$ cat config.mk
export PLATFORM = sky130hd
export DESIGN_NAME = cpf_protect_fsm
export DESIGN_NICKNAME = d
export VERILOG_FILES = /design/src/cpf_pkg.sv /design/src/cpf_protect_fsm.sv /design/src/cpf_flag_reg.sv /design/src/cpf_qual_timer.sv
export SDC_FILE = /design/constraint.sdc
export NUM_CORES = 1
export LEC_CHECK = 0
export ABC_AREA = 1
export ABC_CLOCK_PERIOD_IN_PS = 3400
export BUFFER_PORTS_ARGS = -buffer_cell sky130_fd_sc_hd__buf_2
export CAP_MARGIN = 10
export CORE_MARGIN = 1
export CORE_UTILIZATION = 45
export DETAILED_ROUTE_END_ITERATION = 8
export PLACE_DENSITY_LB_ADDON = 0.08
export SLEW_MARGIN = 20
export SYNTH_ARGS = -nofsm -noshare
export SYNTH_HDL_FRONTEND = slang
export SYNTH_SLANG_ARGS = --single-unit
$ cat constraint.sdc
create_clock -name clk -period 3.4 [get_ports clk]
set_input_delay 1.02 -clock clk [delete_from_list [all_inputs] [get_ports clk]]
set_output_delay 1.02 -clock clk [all_outputs]
set_load 0.005 [all_outputs]
$ cat src/cpf_pkg.sv
package cpf_pkg;

  // Clock and qualification delay figures, each in its own unit.
  localparam int unsigned CLK_PERIOD_NS    = 10;
  localparam int unsigned NS_PER_MS        = 1000000;
  localparam int unsigned NS_PER_US        = 1000;
  localparam int unsigned OVCHG_DELAY_MS   = 128;
  localparam int unsigned OVCHG_DELAY_MAX  = 200;
  localparam int unsigned ODSG_DELAY_MS    = 32;
  localparam int unsigned ODSG_DELAY_MAX   = 60;
  localparam int unsigned OCUR_DELAY_MS    = 8;
  localparam int unsigned SHORT_DELAY_US   = 100;

  // Cycle counts; all figures divide exactly, so least times need no rounding.
  localparam int unsigned OVCHG_CYCLES     = (OVCHG_DELAY_MS * NS_PER_MS) / CLK_PERIOD_NS;
  localparam int unsigned OVCHG_MAX_CYCLES = (OVCHG_DELAY_MAX * NS_PER_MS) / CLK_PERIOD_NS;
  localparam int unsigned ODSG_CYCLES      = (ODSG_DELAY_MS * NS_PER_MS) / CLK_PERIOD_NS;
  localparam int unsigned ODSG_MAX_CYCLES  = (ODSG_DELAY_MAX * NS_PER_MS) / CLK_PERIOD_NS;
  localparam int unsigned OCUR_CYCLES      = (OCUR_DELAY_MS * NS_PER_MS) / CLK_PERIOD_NS;
  localparam int unsigned SHORT_CYCLES     = (SHORT_DELAY_US * NS_PER_US) / CLK_PERIOD_NS;

  // Comparator flags, each high while its condition holds.
  typedef struct packed {
    logic cell_above_overcharge_detect;    // Cell above overcharge_detect_level.
    logic cell_below_overcharge_release;   // Cell below overcharge_release_level.
    logic cell_below_overdischarge_detect; // Cell below overdischarge_detect_level.
    logic cell_at_overdischarge_release;   // Cell at or above overdischarge_release_level.
    logic term_above_diode_drop;           // Terminal about one diode drop above ground.
    logic term_at_overcurrent;             // Terminal at or above overcurrent_detect_level.
    logic term_at_load_short;              // Terminal at or above load_short_level.
    logic term_below_charger_detect;       // Terminal below charger_detect_level.
    logic term_above_powerdown;            // Terminal above the power-down level.
    logic supply_term_diff_wake;           // Supply minus terminal at the wake level or more.
    logic charger_at_zero_volt_start;      // Charger at zero_volt_charge_start_level or more.
  } cpf_flags_t;

  localparam int unsigned FLAG_W = $bits(cpf_flags_t);

  // Switch and resistor enables driven towards the analog side.
  typedef struct packed {
    logic chg_en;          // Charge-control switch on.
    logic dsg_en;          // Discharge-control switch on.
    logic pullup_en;       // terminal_pullup_resistor enabled.
    logic pulldown_en;     // terminal_pulldown_resistor enabled.
    logic powerdown;       // Draw only powerdown_current.
    logic chg_gate_supply; // Charge-switch gate tied to supply.
  } cpf_drive_t;

  // Protection states, Gray coded along the usual path.
  typedef enum logic [2:0] {
    ST_NORMAL = 3'h0,
    ST_OVCHG  = 3'h1,
    ST_ODSG   = 3'h3,
    ST_PWRDN  = 3'h2,
    ST_OCUR   = 3'h6,
    ST_SHORT  = 3'h7,
    ST_ZERO   = 3'h5,
    ST_ABNCHG = 3'h4
  } cpf_state_t;

  localparam cpf_state_t RESET_STATE = ST_NORMAL;

  // Maps a state onto the enables it drives.
  function automatic cpf_drive_t cpf_decode(input cpf_state_t st);
    cpf_drive_t d;
    d = '{chg_en: 1'b1, dsg_en: 1'b1, pullup_en: 1'b0, pulldown_en: 1'b0,
          powerdown: 1'b0, chg_gate_supply: 1'b0};
    case (st)
      ST_NORMAL: d = d;
      ST_OVCHG,
      ST_ABNCHG: d.chg_en = 1'b0;
      ST_ODSG: begin
        d.dsg_en    = 1'b0;
        d.pullup_en = 1'b1;
      end
      ST_PWRDN: begin
        d.dsg_en    = 1'b0;
        d.pullup_en = 1'b1;
        d.powerdown = 1'b1;
      end
      ST_OCUR,
      ST_SHORT: begin
        d.dsg_en      = 1'b0;
        d.pulldown_en = 1'b1;
      end
      ST_ZERO: begin
        d.chg_en          = 1'b0;
        d.dsg_en          = 1'b0;
        d.chg_gate_supply = 1'b1;
      end
      default: d = d;
    endcase
    return d;
  endfunction : cpf_decode

endpackage : cpf_pkg

$ cat src/cpf_protect_fsm.sv
// Operation
// - No fault keeps both switches on.
// - Qualified overcharge turns charge switch off.
// - Below overcharge release returns to normal.
// - Load event releases overcharge once cell allows.
// - Terminal below overcurrent level blocks release.
// - Overcharge suppresses overcurrent; short always active.
// - Qualified overdischarge turns discharge switch off.
// - Overdischarge pulls up; high terminal powers down.
// - Charger wake leaves power-down, discharge off.
// - Charger and release level return to normal.
// - Qualified overcurrent turns discharge switch off.
// - Overcurrent enables terminal pull-down resistor.
// - Terminal below overcurrent level returns normal.
// - Qualified low terminal is abnormal charge fault.
// - Overdischarge abnormal charge waits for detect level.
// - Charger removal clears abnormal charge fault.
// - Zero-volt charging outranks abnormal charge detection.
// - Load short trips; releases when terminal drops.
// - Short timer starts with overcurrent detection.
// - Overdischarge during overcurrent leads to power-down.
// - Zero-volt cell charges, discharge off, then normal.
// - Overcharge delay 128 ms, at most 200.
// - Overdischarge delay 32 ms, at most 60.
// - Overcurrent delay 8 ms.
// - Load short delay 100 us.
`timescale 1ns/10ps
module cpf_protect_fsm #(
  parameter int unsigned OVCHG_CYCLES = cpf_pkg::OVCHG_CYCLES,
  parameter int unsigned ODSG_CYCLES  = cpf_pkg::ODSG_CYCLES,
  parameter int unsigned OCUR_CYCLES  = cpf_pkg::OCUR_CYCLES,
  parameter int unsigned SHORT_CYCLES = cpf_pkg::SHORT_CYCLES
) (
  input  wire logic                clk,
  input  wire logic                rst_n,
  input  wire cpf_pkg::cpf_flags_t flags_i,
  output cpf_pkg::cpf_drive_t      drive_q,
  output cpf_pkg::cpf_state_t      state_q
);

  if (OVCHG_CYCLES > cpf_pkg::OVCHG_MAX_CYCLES || ODSG_CYCLES > cpf_pkg::ODSG_MAX_CYCLES) begin : g_bad_delay
    $error("qualification delay beyond its documented maximum");
  end

  cpf_pkg::cpf_flags_t flags_q;
  cpf_pkg::cpf_state_t state_d;
  cpf_pkg::cpf_drive_t drive_d;
  logic                load_pend_q;
  logic                load_pend_d;

  cpf_flag_reg u_flags (
    .clk     (clk),
    .rst_n   (rst_n),
    .flags_i (flags_i),
    .flags_q (flags_q)
  );

  // State membership shorthands.
  wire in_normal = (state_q == cpf_pkg::ST_NORMAL);
  wire in_ovchg  = (state_q == cpf_pkg::ST_OVCHG);
  wire in_odsg   = (state_q == cpf_pkg::ST_ODSG);
  wire in_pwrdn  = (state_q == cpf_pkg::ST_PWRDN);
  wire in_ocur   = (state_q == cpf_pkg::ST_OCUR);
  wire in_short  = (state_q == cpf_pkg::ST_SHORT);
  wire in_zero   = (state_q == cpf_pkg::ST_ZERO);
  wire in_abnchg = (state_q == cpf_pkg::ST_ABNCHG);

  // Timer conditions; each is gated by the states in which it may act.
  wire ovchg_cond = flags_q.cell_above_overcharge_detect && in_normal;
  wire odsg_cond  = flags_q.cell_below_overdischarge_detect && (in_normal || in_ocur);
  wire ocur_cond  = flags_q.term_at_overcurrent && !flags_q.cell_above_overcharge_detect
                    && in_normal;
  wire oc1_seen   = flags_q.term_at_overcurrent && (in_normal || in_ovchg || in_abnchg);
  wire abn_cond   = flags_q.term_below_charger_detect && !flags_q.cell_below_overdischarge_detect
                    && (in_normal || in_odsg);

  wire ovchg_exp;
  wire odsg_exp;
  wire ocur_exp;
  wire short_exp;
  wire abn_exp;

  cpf_qual_timer #(.COUNT(OVCHG_CYCLES)) u_ovchg_tmr (
    .clk     (clk),
    .rst_n   (rst_n),
    .cond    (ovchg_cond),
    .expired (ovchg_exp)
  );

  cpf_qual_timer #(.COUNT(ODSG_CYCLES)) u_odsg_tmr (
    .clk     (clk),
    .rst_n   (rst_n),
    .cond    (odsg_cond),
    .expired (odsg_exp)
  );

  cpf_qual_timer #(.COUNT(OCUR_CYCLES)) u_ocur_tmr (
    .clk     (clk),
    .rst_n   (rst_n),
    .cond    (ocur_cond),
    .expired (ocur_exp)
  );

  cpf_qual_timer #(.COUNT(SHORT_CYCLES)) u_short_tmr (
    .clk     (clk),
    .rst_n   (rst_n),
    .cond    (oc1_seen),
    .expired (short_exp)
  );

  // The abnormal charge delay shares the overcharge figure but runs on its own counter.
  cpf_qual_timer #(.COUNT(OVCHG_CYCLES)) u_abn_tmr (
    .clk     (clk),
    .rst_n   (rst_n),
    .cond    (abn_cond),
    .expired (abn_exp)
  );

  // Short trips whatever the cell voltage once its delay from overcurrent detection has run.
  wire short_trip = short_exp && flags_q.term_at_load_short;

  // A load event in overcharge is remembered until the cell lets it release.
  wire load_event   = flags_q.term_above_diode_drop && flags_q.term_at_overcurrent;
  assign load_pend_d = in_ovchg && (load_pend_q || load_event);
  wire load_release = load_pend_d && !flags_q.cell_above_overcharge_detect;

  // Charger presence in overdischarge is a terminal pulled below the charger level.
  wire charger_on = flags_q.term_below_charger_detect;

  // Next-state selection with protective transitions ahead of releases, except in ST_ODSG where the release is checked first.
  always_comb begin
    state_d = state_q;
    case (state_q)
      cpf_pkg::ST_NORMAL: begin
        if (short_trip) begin
          state_d = cpf_pkg::ST_SHORT;
        end else if (ocur_exp) begin
          state_d = cpf_pkg::ST_OCUR;
        end else if (odsg_exp) begin
          state_d = cpf_pkg::ST_ODSG;
        end else if (ovchg_exp) begin
          state_d = cpf_pkg::ST_OVCHG;
        end else if (abn_exp) begin
          state_d = cpf_pkg::ST_ABNCHG;
        end
      end
      cpf_pkg::ST_OVCHG: begin
        if (short_trip) begin
          state_d = cpf_pkg::ST_SHORT;
        end else if (flags_q.cell_below_overcharge_release || load_release) begin
          state_d = cpf_pkg::ST_NORMAL;
        end
      end
      cpf_pkg::ST_ODSG: begin
        if (charger_on && flags_q.cell_at_overdischarge_release) begin
          state_d = cpf_pkg::ST_NORMAL;
        end else if (abn_exp) begin
          state_d = cpf_pkg::ST_ABNCHG;
        end else if (flags_q.term_above_powerdown) begin
          state_d = cpf_pkg::ST_PWRDN;
        end
      end
      cpf_pkg::ST_PWRDN: begin
        if (flags_q.charger_at_zero_volt_start) begin
          state_d = cpf_pkg::ST_ZERO;
        end else if (flags_q.supply_term_diff_wake) begin
          state_d = cpf_pkg::ST_ODSG;
        end
      end
      cpf_pkg::ST_OCUR: begin
        if (odsg_exp) begin
          state_d = cpf_pkg::ST_PWRDN;
        end else if (!flags_q.term_at_overcurrent) begin
          state_d = cpf_pkg::ST_NORMAL;
        end
      end
      cpf_pkg::ST_SHORT: begin
        if (!flags_q.term_at_load_short) begin
          state_d = cpf_pkg::ST_NORMAL;
        end
      end
      cpf_pkg::ST_ZERO: begin
        if (flags_q.cell_at_overdischarge_release) begin
          state_d = cpf_pkg::ST_NORMAL;
        end
      end
      cpf_pkg::ST_ABNCHG: begin
        if (short_trip) begin
          state_d = cpf_pkg::ST_SHORT;
        end else if (!flags_q.term_below_charger_detect) begin
          state_d = cpf_pkg::ST_NORMAL;
        end
      end
      default: state_d = cpf_pkg::RESET_STATE;
    endcase
  end

  // Enables are decoded from the next state so they stay aligned with state_q.
  assign drive_d = cpf_pkg::cpf_decode(state_d);

  // State, pending load event and registered enables.
  always_ff @(posedge clk) begin
    if (!rst_n) begin
      state_q     <= cpf_pkg::RESET_STATE;
      drive_q     <= cpf_pkg::cpf_decode(cpf_pkg::RESET_STATE);
      load_pend_q <= 1'b0;
    end else begin
      state_q     <= state_d;
      drive_q     <= drive_d;
      load_pend_q <= load_pend_d;
    end
  end

  // Checks on the protection behaviour.
  a_normal_both_on: assert property (@(posedge clk) disable iff (!rst_n)
    in_normal |-> drive_q.chg_en && drive_q.dsg_en && !drive_q.powerdown)
    else $error("normal state without both switches on");

  a_ovchg_entry: assert property (@(posedge clk) disable iff (!rst_n)
    in_normal && ovchg_exp && !short_trip && !ocur_exp && !odsg_exp
    |=> in_ovchg && !drive_q.chg_en)
    else $error("qualified overcharge did not stop charging");

  a_ovchg_release: assert property (@(posedge clk) disable iff (!rst_n)
    in_ovchg && !short_trip && flags_q.cell_below_overcharge_release |=> in_normal && drive_q.chg_en)
    else $error("overcharge not released below release level");

  a_load_hold: assert property (@(posedge clk) disable iff (!rst_n)
    in_ovchg && !short_trip && !flags_q.cell_below_overcharge_release
    && flags_q.cell_above_overcharge_detect |=> in_ovchg || in_short)
    else $error("overcharge left while cell above detect level");

  a_oc_suppress: assert property (@(posedge clk) disable iff (!rst_n)
    in_normal && flags_q.cell_above_overcharge_detect |=> !in_ocur)
    else $error("overcurrent acted while cell above overcharge level");

  a_odsg_entry: assert property (@(posedge clk) disable iff (!rst_n)
    in_normal && odsg_exp && !short_trip && !ocur_exp |=> in_odsg && !drive_q.dsg_en && drive_q.pullup_en)
    else $error("qualified overdischarge did not stop discharging");

  a_pullup_held: assert property (@(posedge clk) disable iff (!rst_n)
    (in_odsg || in_pwrdn) |-> drive_q.pullup_en && !drive_q.dsg_en)
    else $error("pull-up missing in overdischarge or power-down");

  a_wake_from_pd: assert property (@(posedge clk) disable iff (!rst_n)
    in_pwrdn && flags_q.supply_term_diff_wake && !flags_q.charger_at_zero_volt_start
    |=> in_odsg && !drive_q.powerdown && !drive_q.dsg_en)
    else $error("charger did not wake from power-down");

  a_ocur_pulldown: assert property (@(posedge clk) disable iff (!rst_n)
    in_ocur |-> drive_q.pulldown_en && !drive_q.dsg_en)
    else $error("pull-down missing in overcurrent");

  a_ocur_exit: assert property (@(posedge clk) disable iff (!rst_n)
    in_ocur && !odsg_exp && !flags_q.term_at_overcurrent |=> in_normal && drive_q.dsg_en && !drive_q.pulldown_en)
    else $error("overcurrent not released below detect level");

  a_short_trip: assert property (@(posedge clk) disable iff (!rst_n)
    in_normal && short_trip |=> in_short && !drive_q.dsg_en)
    else $error("load short did not stop discharging");

  a_chg_fall_cause: assert property (@(posedge clk) disable iff (!rst_n)
    $fell(drive_q.chg_en) |-> $past(ovchg_exp) || $past(abn_exp) || in_zero)
    else $error("charge switch fell without qualified cause");

  a_pwrdn_entry: assert property (@(posedge clk) disable iff (!rst_n)
    in_odsg && !charger_on && !abn_exp && flags_q.term_above_powerdown
    |=> in_pwrdn && drive_q.powerdown && drive_q.pullup_en)
    else $error("high terminal in overdischarge did not power down");

  a_odsg_release: assert property (@(posedge clk) disable iff (!rst_n)
    in_odsg && charger_on && flags_q.cell_at_overdischarge_release |=> in_normal && drive_q.dsg_en)
    else $error("charger at release level did not end overdischarge");

  a_abn_entry: assert property (@(posedge clk) disable iff (!rst_n)
    in_normal && abn_exp && !short_trip && !ocur_exp && !odsg_exp && !ovchg_exp
    |=> in_abnchg && !drive_q.chg_en && drive_q.dsg_en)
    else $error("qualified abnormal charge did not stop charging");

  a_abn_release: assert property (@(posedge clk) disable iff (!rst_n)
    in_abnchg && !short_trip && !flags_q.term_below_charger_detect |=> in_normal && drive_q.chg_en)
    else $error("abnormal charge fault not cleared on charger removal");

  a_abn_zero_prio: assert property (@(posedge clk) disable iff (!rst_n)
    (in_normal || in_odsg) && flags_q.cell_below_overdischarge_detect |=> !in_abnchg)
    else $error("abnormal charge acted while cell below overdischarge level");

  a_zero_charge: assert property (@(posedge clk) disable iff (!rst_n)
    in_zero |-> drive_q.chg_gate_supply && !drive_q.dsg_en && !drive_q.chg_en)
    else $error("zero-volt charging without gate tie or with discharge on");

  a_ocur_to_pd: assert property (@(posedge clk) disable iff (!rst_n)
    in_ocur && odsg_exp |=> in_pwrdn && drive_q.powerdown)
    else $error("overdischarge during overcurrent did not power down");

  a_short_release: assert property (@(posedge clk) disable iff (!rst_n)
    in_short && !flags_q.term_at_load_short |=> in_normal && drive_q.dsg_en)
    else $error("load short not released when terminal dropped");

  c_overcharge: cover property (@(posedge clk) disable iff (!rst_n) in_ovchg ##1 in_normal);
  c_powerdown_wake: cover property (@(posedge clk) disable iff (!rst_n) in_pwrdn ##1 in_odsg);
  c_short: cover property (@(posedge clk) disable iff (!rst_n) in_short);
  c_abn_charge: cover property (@(posedge clk) disable iff (!rst_n) in_abnchg ##1 in_normal);
  c_zero_volt: cover property (@(posedge clk) disable iff (!rst_n) in_zero ##1 in_normal);

endmodule : cpf_protect_fsm

$ cat src/cpf_flag_reg.sv
`timescale 1ns/10ps
module cpf_flag_reg (
  input  wire logic               clk,
  input  wire logic               rst_n,
  input  wire cpf_pkg::cpf_flags_t flags_i,
  output cpf_pkg::cpf_flags_t      flags_q
);

  // Comparator flags are registered once before the state machine reads them.
  always_ff @(posedge clk) begin
    if (!rst_n) begin
      flags_q <= '0;
    end else begin
      flags_q <= flags_i;
    end
  end

  a_flag_capture: assert property (@(posedge clk) disable iff (!rst_n)
    $past(rst_n) |-> flags_q == $past(flags_i))
    else $error("flag register did not capture its inputs");

endmodule : cpf_flag_reg

$ cat src/cpf_qual_timer.sv
`timescale 1ns/10ps
module cpf_qual_timer #(
  parameter int unsigned COUNT = 16
) (
  input  wire logic clk,
  input  wire logic rst_n,
  input  wire logic cond,
  output logic      expired
);

  localparam int unsigned CW = $clog2(COUNT + 1);
  localparam logic [CW-1:0] LIMIT = CW'(COUNT);

  if (COUNT < 1) begin : g_bad_count
    $error("qualification count must be at least one");
  end

  logic [CW-1:0] cnt_q;
  logic [CW-1:0] cnt_d;

  // Counts uninterrupted cycles of cond and restarts from zero whenever it drops.
  assign cnt_d   = !cond ? '0 : (cnt_q == LIMIT) ? cnt_q : cnt_q + 1'b1;
  assign expired = cond && (cnt_q == LIMIT);

  always_ff @(posedge clk) begin
    if (!rst_n) begin
      cnt_q <= '0;
    end else begin
      cnt_q <= cnt_d;
    end
  end

  a_timer_restart: assert property (@(posedge clk) disable iff (!rst_n)
    !cond |=> cnt_q == '0)
    else $error("qualification counter did not restart");

endmodule : cpf_qual_timer

Yosys cells after proc, flatten, opt, wreduce, memory -nomap -nowiden
Index checks and enable logic that the tools add are counted.
W data, S select, Z words.
{"block": "word_totals", "ff_bits": 125, "output_inout_bits": 9}
{"block": "op_classes", "addsub": 5, "n_eq_ne": 19, "n_mux": 25, "n_reduce_logical": 35}
{"operator": "$mux W3", "count": 18}
{"operator": "$add A24 B1 Y24 const B", "count": 2}
{"operator": "$eq A24 B24 Y1 const B", "count": 2}
{"operator": "$eq A3 B3 Y1 const B", "count": 8}
{"operator": "$pmux W3 S8", "count": 1}
{"operator": "$add A22 B1 Y22 const B", "count": 1}
{"operator": "$eq A22 B22 Y1 const B", "count": 1}
{"operator": "$add A20 B1 Y20 const B", "count": 1}
{"operator": "$eq A20 B20 Y1 const B", "count": 1}
{"operator": "$logic_and A1 B1 Y1", "count": 17}
{"operator": "$add A14 B1 Y14 const B", "count": 1}
{"operator": "$eq A14 B14 Y1 const B", "count": 1}
{"operator": "$eq A3 B2 Y1 const B", "count": 4}
{"operator": "$reduce_and A2 Y1", "count": 5}
{"operator": "$eq A3 B1 Y1 const B", "count": 2}
{"operator": "$logic_or A1 B1 Y1", "count": 6}
{"operator": "$mux W1", "count": 6}
{"operator": "$reduce_or A5 Y1", "count": 1}
{"operator": "$reduce_or A2 Y1", "count": 2}
{"operator": "$logic_not A3 Y1", "count": 1}
{"operator": "$reduce_or A3 Y1", "count": 1}
{"operator": "$logic_not A1 Y1", "count": 2}

Depth between registers and ports, before layout
{"block": "depth", "depth_word": 13, "depth_mapped": 14, "ltp_nobuf": 14}

Cells and area by module
From an unflattened synthesis, not the netlist that was laid out.
{"block": "unflattened", "hier_cells": 1111, "hier_area_um2": 7153.1}
{"module": "cpf_qual_timer (u_abn_tmr ...)", "n_inst": 2, "cells_per_inst": 230, "area_each_um2": 1410.1, "seq_area_each_um2": 480.5}
{"module": "cpf_qual_timer (u_odsg_tmr)", "n_inst": 1, "cells_per_inst": 198, "area_each_um2": 1321.3, "seq_area_each_um2": 440.4}
{"module": "cpf_qual_timer (u_ocur_tmr)", "n_inst": 1, "cells_per_inst": 182, "area_each_um2": 1194.9, "seq_area_each_um2": 400.4}
{"module": "cpf_qual_timer (u_short_tmr)", "n_inst": 1, "cells_per_inst": 120, "area_each_um2": 789.5, "seq_area_each_um2": 280.3}
{"module": "cpf_protect_fsm", "n_inst": 1, "cells_per_inst": 117, "area_each_um2": 713.2, "seq_area_each_um2": 200.2}
{"module": "cpf_flag_reg", "n_inst": 1, "cells_per_inst": 34, "area_each_um2": 314.1, "seq_area_each_um2": 220.2}

Least setup slack after synthesis
Ideal clock, no wire load.
{"block": "synth_timing", "kind": "input to register", "start": "input port rst_n", "end": "register u_ovchg_tmr.cnt_q[14]", "setup_time_ns": 0.070, "arrival_time_ns": 1.867, "slack_ns": 1.463, "cell_stages": 6, "path_cell_list": "buf_2 -> inv_1 -> nor2_2 -> buf_2 -> o21ai_0 -> a21oi_1"}
{"block": "synth_between", "elab_chain_cells": 1}
{"item": "start: declaration", "line_no": "cpf_protect_fsm.sv:35", "source": "input wire logic rst_n,"}
{"item": "$reduce_and A2 Y1 (no line)"}
{"item": "end signal: assignment", "line_no": "cpf_qual_timer.sv:29", "source": "cnt_q <= cnt_d;"}
{"item": "end: declaration", "line_no": "cpf_qual_timer.sv:18", "source": "logic [CW-1:0] cnt_q;"}
No other way between the ends.
A chain may end at the register's enable or synchronous reset.

Final worst setup path
{"block": "layout_timing", "start": "register state_q[0]", "end": "output port state_q[0]"}
{"item": "start: declaration", "line_no": "cpf_protect_fsm.sv:38", "source": "output cpf_pkg::cpf_state_t state_q"}
{"item": "start signal: assignment", "line_no": "cpf_protect_fsm.sv:204", "source": "state_q <= cpf_pkg::RESET_STATE;"}
{"item": "start signal: assignment", "line_no": "cpf_protect_fsm.sv:208", "source": "state_q <= state_d;"}
No word-level cell between the ends.

==> run_results.csv <==
group,metric,value,unit
clock_tree,cts_hold_buf,0,
timing,finalSetupTns,0,ps
power,peakVddDrop,0.3239,mV
routing,drtIter0Drc,326,
logic_synthesis,synth.area.top_cells,"dfxtp_1 40%, nand2_1 9.0%, inv_1 8.4%",
clock_tree,cts.sinks,125,
logic_synthesis,yosysTopAreaCell,"dfxtp_1",
clock_tree,clk_latency,410,ps
layout,design_area,7133,µm²
setup_path,worstPathMaxFanout,8,
layout,diodes,0,
layout,area_growth,14.39,%
timing,post-route-period-util,62.98,%
timing,hold_viol,0,
floorplanning,dieWidth,119.7,µm
global_route,grt_pass1_vias,5317,
timing,max_slew_margin,51.72,%
job,maxCapViolCount,0,
global_route,overflow,0,
timing,setup_viol,0,
routing,drc,0,
setup_path,crit_chain,"buf_2",
routing,wl,13510,µm
logic_synthesis,syn_avg_cell_area,6.983,µm²
layout,most-common-layout-cells,"150 x nand2_1, 139 x inv_1, 125 x dfxtp_1",
timing,drv_slew,0,
global_route,antenna_found_initial,0,
logic_synthesis,yosys_warnings,0,
clock_tree,path_clk_slew,60,ps
logic_synthesis,syn_inst,893,
logic_synthesis,ys_dominant_reg_cell,"dfxtp_1",
floorplanning,die-area,14330,µm²
routing,via_per_inst,5.013,
layout,fin_nets,950,
placement,placed_area,6538,µm²
logic_synthesis,yosys_register_bits,125,
setup_path,crit_type,"reg -> out",
logic_synthesis,seq_area_frac_synth,40.13,%
logic_synthesis,synth-simple-area-share,33.91,%
layout,drive_above_1_share,13.09,%
clock_tree,htreeDepth,4,
logic_synthesis,synth.top_cell.area_share,40.13,%
setup_path,slowest_delay,520,ps
clock_tree,numCtsBuffers,17,
clock_tree,clockBufferDepth,2,
power,total_leakage_power,2.692,nW
placement,hpwl,10130,µm
timing,min_period,2141,ps
logic_synthesis,synth_fa_ha_area_share,2.006,%
timing,rsz0062_at_grt,"no",
timing,finalClockSkew,7.189,ps
logic_synthesis,synth-edff-count,0,
setup_path,critical-path-top-delay-family,"flip-flops",
layout,final_common_cell,"nand2_1",
logic_synthesis,ys_types,44,
logic_synthesis,synth_compound_area_share,12.60,%
timing,tightest_slew,717.5,ps
logic_synthesis,synthArstFlopShare,0,%
setup_path,cpMaxStageDelayCell,"dfxtp_1",
logic_synthesis,syn_area,6236,µm²
global_route,grt_max_degree,18,
power,power_density,465.5,nW/µm²
routing,drtPass1Iterations,5,
global_route,grt_pass1_wl,23670,µm
clock_tree,tritoncts,"built",
floorplanning,num_rows,42,
floorplanning,core,13400,µm²
timing,clock.fmax,467.0,MHz
floorplanning,start_util,46.54,%
routing,dr_total_vias,5594,
logic_synthesis,synth_xor_xnor_area_share,1.404,%
placement,io_buffers,21,
clock_tree,cts.repair.resized,0,
logic_synthesis,synth_top_family_by_area,"simple AND/OR/NAND/NOR gates",
setup_path,path_buf_inv,1,
floorplanning,die_y,119.7,µm
setup_path,end_kind,"primary output",
status,status,"complete, no violations",
clock_tree,cts-root-buf,"clkbuf_16",
logic_synthesis,synth_nets,916,
setup_path,cp_data_required_time,2380,ps
floorplanning,io_pins,22,
setup_path,start_kind,"register",
logic_synthesis,muxShareOfSynthArea,0,%
placement,routabilityCongestion,0.8619,
hold_path,hp-class,"reg -> reg",
clock_tree,cts_setup_buffers,0,
global_route,grt.total_usage,20.56,%
routing,final_antenna_net_count,0,
setup_path,cp.arrival,1120,ps
routing,routedWlPerCell,12.11,µm
[flip-flops by register name (all words and copies together) (netlist names)]
name	flops
drive_q	6
state_q	3
u_ocur_tmr.cnt_q	20
u_ovchg_tmr.cnt_q	24
u_short_tmr.cnt_q	14
u_flags.flags_q	11
u_odsg_tmr.cnt_q	22
load_pend_q	1
u_abn_tmr.cnt_q	24
[cells in the mapped netlist, drive strengths merged (5+ instances only)]
| library cell | count |
|---|---|
| nor2 | 135 |
| o21ai | 47 |
| or2 | 5 |
| nand4 | 22 |
| nand2 | 160 |
| a211oi | 7 |
| ha | 10 |
| inv | 152 |
| nor3 | 44 |
| xor2 | 8 |
| o21a | 6 |
| dfxtp | 125 |
| nand3 | 60 |
| buf | 5 |
| a21oi | 78 |
| nor4 | 7 |
[metal layers]
layer	wire length [µm]	vias to the layer above	track usage (%)
li1	-	2969	-
met1	6815	2529	26.96
met2	6069	80	32.15
met3	397	16	4.610
met4	231	0	9.375
met5	0	-	0
[cell type report]
class / instances / area, µm²
clock buffers: 19 / 452.9
clock inverters: 13 / 142.6
fillers: 1316 / 6267
inverters: 155 / 581.8
multi-input cells: 605 / 3113
flip-flops and latches: 125 / 2502
well taps: 176 / 220.2
repair buffers: 23 / 120.1
[final timing paths]
check / from / to / slack (ps) / cells past startpoint
setup / recovery: state_q[0] / state_q[0] / 1260 / 1
setup reg to reg: state_q[0] / u_abn_tmr.cnt_q[10] / 1310 / 6
hold reg to reg: u_ovchg_tmr.cnt_q[23] / u_ovchg_tmr.cnt_q[23] / 480 / 2
hold / removal: u_ovchg_tmr.cnt_q[23] / u_ovchg_tmr.cnt_q[23] / 480 / 2
[logic make-up after synthesis]
kind of cell               Yosys count
AOI/OAI and AO/OA                  144
adders and majority gates           10
DFF                                125
buffers and inverters              163
and+or+nand+nor                    441
xor gates and xnor gates            10
[per-stage QoR]
step	setup slack, ps	cells	hold WS, ps	utilization (%)	power [mW]
after CTS	1216	1116	476.0	53.23	3.366
after global routing	1056	1116	506.2	53.23	3.446
after global placement	971.8	1084	460.8	48.79	1.571
after floorplan	1463	893	435.3	-	1.552
final	1259	1116	478.6	53.23	3.320
after detailed placement	935.0	1084	465.9	48.79	1.572
[power by group]
| group | switching [mW] | leakage [nW] | internal, mW |
|---|---|---|---|
| sequential | 0.00600 | 1.01 | 1.48 |
| clock | 0.664 | 0.265 | 1.12 |
| combinational | 0.0395 | 1.42 | 0.0195 |
| total | 0.710 | 2.69 | 2.61 |
No activity file was read; power rests on OpenSTA's default activity.
